<file path="src/verilog/ccl_params.svh">
// Register offsets, field positions, reset values and timing counts of the comparator control
`ifndef CCL_PARAMS_SVH
`define CCL_PARAMS_SVH

// ----------------------------------------------------------------
// Register byte addresses
// ----------------------------------------------------------------
`define CCL_ADDR_W            8
`define CCL_OFS_CONTROL_A     8'h00
`define CCL_OFS_CONTROL_B     8'h04
`define CCL_OFS_MIRROR        8'h08
`define CCL_OFS_PIN           8'h0C

// ----------------------------------------------------------------
// Field positions of cmp_control_a
// ----------------------------------------------------------------
`define CCL_A_ENABLE          7
`define CCL_A_RESULT          6
`define CCL_A_PIN_OE          5
`define CCL_A_INVERT          4
`define CCL_A_SPEED           2
`define CCL_A_HYST            1
`define CCL_A_SYNC            0

// ----------------------------------------------------------------
// Field positions of the mirror and pin registers
// ----------------------------------------------------------------
`define CCL_M_RESULT          0
`define CCL_P_DIRECTION       0
`define CCL_P_LATCH           1
`define CCL_P_LEVEL           2

// ----------------------------------------------------------------
// Reset values
// ----------------------------------------------------------------
`define CCL_RST_SPEED         1'b1
`define CCL_RST_DIRECTION     1'b1
`define CCL_RST_CONTROL_B     8'h00

// ----------------------------------------------------------------
// Timing: instruction cycle is four clock periods
// ----------------------------------------------------------------
`define CCL_CLK_PERIOD_NS     50
`define CCL_INSTR_CYCLE_NS    200
`define CCL_INSTR_CLKS        (`CCL_INSTR_CYCLE_NS / `CCL_CLK_PERIOD_NS)

`endif

</file>
<file path="src/verilog/ccl_pkg.sv">
// Types shared by the comparator control block
`default_nettype none
package ccl_pkg;

    // Control fields held from cmp_control_a
    typedef struct packed {
        logic enable;
        logic pin_oe;
        logic invert;
        logic speed;
        logic hyst;
        logic sync;
    } ccl_ctrl_s;

    // Pin fields held from the pin register
    typedef struct packed {
        logic direction;
        logic latch;
    } ccl_pin_s;

    // Captured bus address phase
    typedef struct packed {
        logic       valid;
        logic       write;
        logic [7:0] addr;
    } ccl_bus_s;

    // Bus slave states
    typedef enum logic [0:0] {
        CCL_BUS_IDLE,
        CCL_BUS_READ
    } ccl_bus_state_e;

endpackage
`default_nettype wire

</file>
<file path="src/verilog/ccl_cycle_div.sv">
// Divider making the one-cycle instruction-cycle enable pulse
`timescale 1ns/10ps
`default_nettype none
`include "ccl_params.svh"

module ccl_cycle_div
(
    input  wire logic ref_clk,
    input  wire logic sys_rst,
    output var  logic instr_tick
);
    localparam logic [1:0] LAST = 2'(`CCL_INSTR_CLKS - 1);

    logic [1:0] count;
    logic [1:0] next_count;
    logic       next_instr_tick;

    // ----------------------------------------------------------------
    // Counter
    // ----------------------------------------------------------------

    // Wrap at the last count and pulse there
    always_comb
    begin
        next_instr_tick = (count == LAST);
        next_count      = (count == LAST) ? 2'h0 : count + 2'h1;
    end

    // Register the counter and pulse
    always_ff @(posedge ref_clk or posedge sys_rst)
    begin
        if (sys_rst)
        begin
            count      <= 2'h0;
            instr_tick <= 1'b0;
        end
        else
        begin
            count      <= next_count;
            instr_tick <= next_instr_tick;
        end
    end
endmodule
`default_nettype wire

</file>
<file path="src/verilog/ccl_pin_mux.sv">
// Pin driver choosing between the comparator result and the port data latch
`timescale 1ns/10ps
`default_nettype none

module ccl_pin_mux
(
    input  wire logic             ref_clk,
    input  wire logic             sys_rst,
    input  wire ccl_pkg::ccl_ctrl_s ctrl,
    input  wire ccl_pkg::ccl_pin_s  pin_cfg,
    input  wire logic             live_result,
    input  wire logic             held_result,
    output var  logic             pin_out,
    output var  logic             pin_oe
);
    import ccl_pkg::*;

    logic next_pin_out;
    logic next_pin_oe;
    logic pin_result;

    // ----------------------------------------------------------------
    // Pin selection
    // ----------------------------------------------------------------

    // Sync option picks the held result, otherwise the live one
    always_comb
    begin
        pin_result   = ctrl.sync ? held_result : live_result;
        next_pin_oe  = ~pin_cfg.direction;
        // Override of the latch ignores the enable bit; a disabled unit gives 0, with sync only from the next instruction cycle
        next_pin_out = ctrl.pin_oe ? pin_result : pin_cfg.latch;
    end

    // Register the pin outputs
    always_ff @(posedge ref_clk or posedge sys_rst)
    begin
        if (sys_rst)
        begin
            pin_out <= 1'b0;
            pin_oe  <= 1'b0;
        end
        else
        begin
            pin_out <= next_pin_out;
            pin_oe  <= next_pin_oe;
        end
    end
endmodule
`default_nettype wire

</file>
<file path="src/verilog/ccl_top.sv">
// Comparator control block: AHB-Lite registers, polarity, result latch and pin override
`timescale 1ns/10ps
`default_nettype none
`include "ccl_params.svh"

module ccl_top
(
    input  wire logic        ref_clk,
    input  wire logic        sys_rst,
    input  wire logic        hsel,
    input  wire logic [31:0] haddr,
    input  wire logic [1:0]  htrans,
    input  wire logic        hwrite,
    input  wire logic [2:0]  hsize,
    input  wire logic [31:0] hwdata,
    input  wire logic        hready,
    output var  logic [31:0] hrdata,
    output var  logic        hreadyout,
    output var  logic        hresp,
    input  wire logic        raw_compare,
    output var  logic        cmp_power_on,
    output var  logic        cmp_speed_power_select,
    output var  logic        cmp_hyst_on,
    output var  logic [7:0]  cmp_control_b_out,
    input  wire logic        pin_in,
    output var  logic        pin_out,
    output var  logic        pin_oe
);
    import ccl_pkg::*;

    // ----------------------------------------------------------------
    // Declarations
    // ----------------------------------------------------------------
    ccl_ctrl_s      ctrl;
    ccl_ctrl_s      next_ctrl;
    ccl_pin_s       pin_cfg;
    ccl_pin_s       next_pin_cfg;
    logic [7:0]     control_b;
    logic [7:0]     next_control_b;
    logic           held_result;
    logic           next_held_result;
    logic           pin_level;
    logic           next_pin_level;
    ccl_bus_s       bus_ph;
    ccl_bus_s       next_bus_ph;
    ccl_bus_state_e bus_state;
    ccl_bus_state_e next_bus_state;
    logic [31:0]    next_hrdata;
    logic           next_hreadyout;
    logic           next_power_on;
    logic           next_speed_out;
    logic           next_hyst_out;
    logic [7:0]     next_control_b_out;
    logic           live_result;
    logic           instr_tick;
    logic           accept;
    logic           wr_commit;

    // Byte address of a bus request, word aligned
    function automatic logic [7:0] word_addr(input logic [31:0] a);
        word_addr = {a[7:2], 2'b00};
    endfunction

    // Read value of a register, zero for unmapped offsets
    function automatic logic [31:0] read_value(
        input logic [7:0] a,
        input ccl_ctrl_s  c,
        input ccl_pin_s   p,
        input logic [7:0] b,
        input logic       r,
        input logic       lvl
    );
        logic [31:0] v;
        v = 32'h0000_0000;
        unique case (a)
            `CCL_OFS_CONTROL_A:
            begin
                v[`CCL_A_ENABLE] = c.enable;
                v[`CCL_A_RESULT] = r;
                v[`CCL_A_PIN_OE] = c.pin_oe;
                v[`CCL_A_INVERT] = c.invert;
                v[`CCL_A_SPEED]  = c.speed;
                v[`CCL_A_HYST]   = c.hyst;
                v[`CCL_A_SYNC]   = c.sync;
            end
            `CCL_OFS_CONTROL_B:
            begin
                v[7:0] = b;
            end
            `CCL_OFS_MIRROR:
            begin
                v[`CCL_M_RESULT] = r;
            end
            `CCL_OFS_PIN:
            begin
                v[`CCL_P_DIRECTION] = p.direction;
                v[`CCL_P_LATCH]     = p.latch;
                v[`CCL_P_LEVEL]     = lvl;
            end
            default:
            begin
                v = 32'h0000_0000;
            end
        endcase
        read_value = v;
    endfunction

    // ----------------------------------------------------------------
    // Instruction-cycle enable
    // ----------------------------------------------------------------
    ccl_cycle_div i_ccl_cycle_div
    (
        .ref_clk    (ref_clk),
        .sys_rst    (sys_rst),
        .instr_tick (instr_tick)
    );

    // ----------------------------------------------------------------
    // Result path
    // ----------------------------------------------------------------

    // Polarity applied to the raw input; a disabled unit gives 0
    assign live_result = ctrl.enable & (raw_compare ^ ctrl.invert);

    // Hold the result on each instruction cycle
    always_comb
    begin
        next_held_result = instr_tick ? live_result : held_result;
        next_pin_level   = pin_in;
    end

    // Register the held result and the pin level
    always_ff @(posedge ref_clk or posedge sys_rst)
    begin
        if (sys_rst)
        begin
            held_result <= 1'b0;
            pin_level   <= 1'b0;
        end
        else
        begin
            held_result <= next_held_result;
            pin_level   <= next_pin_level;
        end
    end

    // ----------------------------------------------------------------
    // Bus slave
    // ----------------------------------------------------------------
    assign accept    = hsel & htrans[1] & hready;
    assign wr_commit = bus_ph.valid & bus_ph.write;

    // Writes finish with no wait; reads take one wait state
    always_comb
    begin
        next_bus_ph       = bus_ph;
        next_bus_state    = bus_state;
        next_hreadyout    = hreadyout;
        next_hrdata       = hrdata;
        if (hready)
        begin
            next_bus_ph.valid = accept;
            next_bus_ph.write = hwrite;
            next_bus_ph.addr  = word_addr(haddr);
        end
        unique case (bus_state)
            CCL_BUS_IDLE:
            begin
                if (accept && !hwrite)
                begin
                    next_bus_state = CCL_BUS_READ;
                    next_hreadyout = 1'b0;
                end
                else
                begin
                    next_hreadyout = 1'b1;
                end
            end
            CCL_BUS_READ:
            begin
                next_hrdata    = read_value(bus_ph.addr, ctrl, pin_cfg, control_b,
                                            held_result, pin_level);
                next_hreadyout = 1'b1;
                next_bus_state = CCL_BUS_IDLE;
                next_bus_ph.valid = 1'b0;
            end
        endcase
    end

    // Register the bus state
    always_ff @(posedge ref_clk or posedge sys_rst)
    begin
        if (sys_rst)
        begin
            bus_ph    <= '0;
            bus_state <= CCL_BUS_IDLE;
            hreadyout <= 1'b1;
            hrdata    <= 32'h0000_0000;
            hresp     <= 1'b0;
        end
        else
        begin
            bus_ph    <= next_bus_ph;
            bus_state <= next_bus_state;
            hreadyout <= next_hreadyout;
            hrdata    <= next_hrdata;
            hresp     <= 1'b0;
        end
    end

    // ----------------------------------------------------------------
    // Registers
    // ----------------------------------------------------------------

    // Write data lands in the data phase; unmapped writes are dropped
    always_comb
    begin
        next_ctrl      = ctrl;
        next_pin_cfg   = pin_cfg;
        next_control_b = control_b;
        if (wr_commit && bus_ph.addr == `CCL_OFS_CONTROL_A)
        begin
            next_ctrl.enable = hwdata[`CCL_A_ENABLE];
            next_ctrl.pin_oe = hwdata[`CCL_A_PIN_OE];
            next_ctrl.invert = hwdata[`CCL_A_INVERT];
            next_ctrl.speed  = hwdata[`CCL_A_SPEED];
            next_ctrl.hyst   = hwdata[`CCL_A_HYST];
            next_ctrl.sync   = hwdata[`CCL_A_SYNC];
        end
        if (wr_commit && bus_ph.addr == `CCL_OFS_CONTROL_B)
        begin
            next_control_b = hwdata[7:0];
        end
        if (wr_commit && bus_ph.addr == `CCL_OFS_PIN)
        begin
            next_pin_cfg.direction = hwdata[`CCL_P_DIRECTION];
            next_pin_cfg.latch     = hwdata[`CCL_P_LATCH];
        end
    end

    // Register the control state
    always_ff @(posedge ref_clk or posedge sys_rst)
    begin
        if (sys_rst)
        begin
            ctrl           <= '0;
            ctrl.speed     <= `CCL_RST_SPEED;
            pin_cfg.direction <= `CCL_RST_DIRECTION;
            pin_cfg.latch  <= 1'b0;
            control_b      <= `CCL_RST_CONTROL_B;
        end
        else
        begin
            ctrl           <= next_ctrl;
            pin_cfg        <= next_pin_cfg;
            control_b      <= next_control_b;
        end
    end

    // ----------------------------------------------------------------
    // Analog front end controls
    // ----------------------------------------------------------------

    // Power, speed and hysteresis go off while the unit is disabled
    always_comb
    begin
        next_power_on      = ctrl.enable;
        next_speed_out     = ctrl.enable & ctrl.speed;
        next_hyst_out      = ctrl.enable & ctrl.hyst;
        next_control_b_out = control_b;
    end

    // Register the front end controls
    always_ff @(posedge ref_clk or posedge sys_rst)
    begin
        if (sys_rst)
        begin
            cmp_power_on           <= 1'b0;
            cmp_speed_power_select <= 1'b0;
            cmp_hyst_on            <= 1'b0;
            cmp_control_b_out      <= `CCL_RST_CONTROL_B;
        end
        else
        begin
            cmp_power_on           <= next_power_on;
            cmp_speed_power_select <= next_speed_out;
            cmp_hyst_on            <= next_hyst_out;
            cmp_control_b_out      <= next_control_b_out;
        end
    end

    // ----------------------------------------------------------------
    // Pin output
    // ----------------------------------------------------------------
    ccl_pin_mux i_ccl_pin_mux
    (
        .ref_clk     (ref_clk),
        .sys_rst     (sys_rst),
        .ctrl        (ctrl),
        .pin_cfg     (pin_cfg),
        .live_result (live_result),
        .held_result (held_result),
        .pin_out     (pin_out),
        .pin_oe      (pin_oe)
    );
endmodule
`default_nettype wire

</file>
<file path="config.mk">
export PLATFORM = sky130hd
export DESIGN_NAME = ccl_top
export DESIGN_NICKNAME = d
export VERILOG_FILES = /design/src/verilog/ccl_pkg.sv /design/src/verilog/ccl_cycle_div.sv /design/src/verilog/ccl_pin_mux.sv /design/src/verilog/ccl_top.sv
export VERILOG_INCLUDE_DIRS = /design/src /design/src/verilog
export SDC_FILE = /design/constraint.sdc
export NUM_CORES = 1
export LEC_CHECK = 0
export ABC_AREA = 0
export BUFFER_PORTS_ARGS = -buffer_cell sky130_fd_sc_hd__clkbuf_2
export CORE_MARGIN = 10
export CORE_UTILIZATION = 25
export CTS_BUF_LIST = sky130_fd_sc_hd__clkbuf_4 sky130_fd_sc_hd__clkbuf_8
export CTS_CLUSTER_DIAMETER = 120
export DETAILED_ROUTE_END_ITERATION = 16
export PLACE_DENSITY = 0.61
export SYNTH_ARGS = -nofsm -noshare
export SYNTH_HDL_FRONTEND = slang
export SYNTH_SLANG_ARGS = --single-unit
</file>
<file path="constraint.sdc">
create_clock -name ref_clk -period 3.85 [get_ports ref_clk]
set_input_delay 0.1925 -clock ref_clk [delete_from_list [all_inputs] [get_ports ref_clk]]
set_output_delay 0.1925 -clock ref_clk [all_outputs]
set_load 0.01 [all_outputs]
</file>
==> results.yml <==
status:
  outcome: "complete, no violations"
clock_tree:
  htree_levels: 2
  cts_made_buffers: 5
  clockBufferDepth: 2
  cts_tree: "yes"
  cts.sinks: 52
  postCtsSetupBuffers: 0
  insertion_delay_ns: 0.31
  clk_pin_slew_worst_paths_ns: 0.09
  cts_root_buf: "clkbuf_8"
global_route:
  grt_max_degree: 53
  grt_pass1_vias: 1395
  grtUsageMet2_pct: 12.1
  grt_use_met3_pct: 3.41
  globalRoute.busiestLayer: "met2"
  grt-ovfl-total: 0
  grt_use_met1_pct: 8.42
  grt_first_pass_wirelength_um: 7590
  antenna_found_initial: 0
  grt_usage_pct: 7.44
yosys:
  synth_ff_type: "dfrtp_1"
  synth.distinct_cells: 29
  synthArstFlopShare_pct: 100
  synthCells: 167
  ys_ff_latch: 52
  synth-edff-count: 0
  syn_avg_cell_area_um2: 13.1
  yosysWarnings: 0
  synth_seq_area_share_pct: 59.7
  netlist_area_um2: 2180
sta:
  period_share_pct: 52.1
  layout_min_cycle_time_ns: 2.00
  hold_viol_final: 0
  fmax_ghz: 0.499
  drv_slew: 0
  rsz0062_at_grt: "false"
  worst_pin_slew_ns: 1.04
  slew_headroom_pct: 30.7
  clock_skew_ns: 0.00545
  tns_ns: 0
  setup_violations: 0
drt:
  vias: 1277
  routedWlPerCell_um: 14.4
  drt_iter0_markers: 30
  routed_wl_um: 4610
  dr.pass1.iters: 4
  remaining_drc_errors: 0
  viasPerCell: 3.98
  drtAntennaViolNets: 0
die:
  design.core.area_um2: 8590
  dieWidth_um: 113
  dieHeight_um: 113
  initial_utilization_pct: 25.4
  rows: 34
  die_area_um2: 12900
  pin_count: 123
worst_hold_path:
  hp-class: "in2reg"
  worstHoldPathCells: 2
cells_and_area:
  design_area_um2: 2520
  drive_above_1_share_pct: 40.4
  antenna-diode-count: 0
  area_growth_syn_to_layout_pct: 15.2
  nets: 289
  fin_util_pct: 29.3
  final_cell_mix: "dfrtp_1 (49), clkbuf_2 (43), mux2_2 (27), conb_1 (25), inv_1 (11)"
  mostFrequentLayoutCell: "dfrtp_1"
  nFillCells: 929
worst_setup_path:
  critPathLaunchType: "register"
  endpoint_kind: "register"
  path_class: "reg2reg"
  reg2reg_depth: 3
  arrival_ns: 2.20
  rrSetupSlack_ns: 1.85
  crit_fanout: 6
  worstPathRequired_ns: 4.05
placed_design:
  dpl.hpwl_um: 3610
  gp_congestion: 0.755
  io_buffers: 43
  postPlaceCellArea_um2: 2410
run:
  max_cap_viol_count: 0
power:
  power.density_nw_per_um2: 406
  vdd_drop_max_v: 0.000119
  leakagePower_nw: 1.24
  power_mw: 1.02
[through the flow]
step           instances  setup WS [ns]  hold slack, ns
5_1_grt              321           1.79           0.111
3_3_place_gp         312           1.87           0.304
3_5_place_dp         312           1.83           0.309
4_1_cts              321           1.83          0.0844
6_report             321           1.85          0.0912
2_1_floorplan        191           2.05           0.224
[repair_timing]
action                     in CTS  in global routing
hold endpoints to repair        1                  0
setup endpoints to repair       0                  0
hold buffers                    1                  0
resized for setup               0                  0
[layout make-up]
class	count	area, um^2	share of cell area (%)
flip-flops and latches	52	1310	51.8
multi-input cells	97	714	28.4
repair buffers	44	225	8.95
well taps	108	135	5.37
clock buffers	6	76.3	3.03
inverters	12	45.0	1.79
clock inverters	2	16.3	0.646
[per-layer routing]
metal	vias to the layer above	routed length [um]	share of wire [%]
met5	-	0	0
met4	0	63	1.4
met3	7	374	8.1
met2	39	2270	49
met1	621	1900	41
li1	610	-	-
[critical path: stages (launching register included)]
cell and delay (ns):
dfrtp_1 0.41, or4_4 0.59, nor4_4 0.50, mux2_2 0.40
[cells in the mapped netlist, types with 2 or more instances]
master | instances | area [um^2]
o22ai_1 | 7 | 43.8
nand2b_1 | 2 | 12.5
inv_1 | 12 | 45.0
clkbuf_1 | 3 | 11.3
nand2_1 | 7 | 26.3
mux2_2 | 27 | 304
nor2_1 | 3 | 11.3
mux2i_1 | 2 | 20.0
and2_1 | 3 | 18.8
a2bb2oi_1 | 2 | 17.5
o21ai_0 | 2 | 10.0
dfrtp_1 | 49 | 1230
buf_4 | 26 | 195
nand3_1 | 5 | 25.0
dfstp_2 | 3 | 78.8
[sequential cells by signal (all words and copies together), names as in the netlist]
register                    cells
pin_cfg                         2
control_b                       8
i_ccl_cycle_div.instr_tick      1
hrdata                          8
ctrl                            5
held_result                     1
i_ccl_cycle_div.count           2
cmp_speed_power_select          1
hreadyout                       1
bus_state                       1
bus_ph                          8
next_power_on                   1
cmp_hyst_on                     1
i_ccl_pin_mux.pin_oe            1
i_ccl_pin_mux.pin_out           1
pin_level                       1
cmp_control_b_out               8
cmp_power_on                    1
[worst paths after layout]
kind,startpoint,endpoint
min in group asynchronous,sys_rst,cmp_power_on
worst min register to register,control_b[7],cmp_control_b_out[7]
max in group asynchronous,sys_rst,control_b[3]
worst max register to register,bus_ph[5],ctrl[1]
worst min-delay path,htrans[1],hreadyout
worst max-delay path,bus_ph[5],ctrl[1]
[power breakdown]
part,internal (mW),switching (mW),leakage (nW)
clock,0.137,0.181,0.0448
combinational,0.0455,0.0519,0.512
sequential,0.578,0.0286,0.683
[kinds of logic (layout without fill, tap and decap cells)]
family	after synthesis	count (layout)	synth area share [%]
flops	52	52	59.7
other cells	1	25	0.172
simple gates	27	27	7.79
mux	30	30	15.9
buf+inv	42	64	11.7
compound gates	13	13	3.78
fa+ha+maj	1	1	0.573
xor+xnor	1	1	0.401
(Power assumes the default switching activity.)
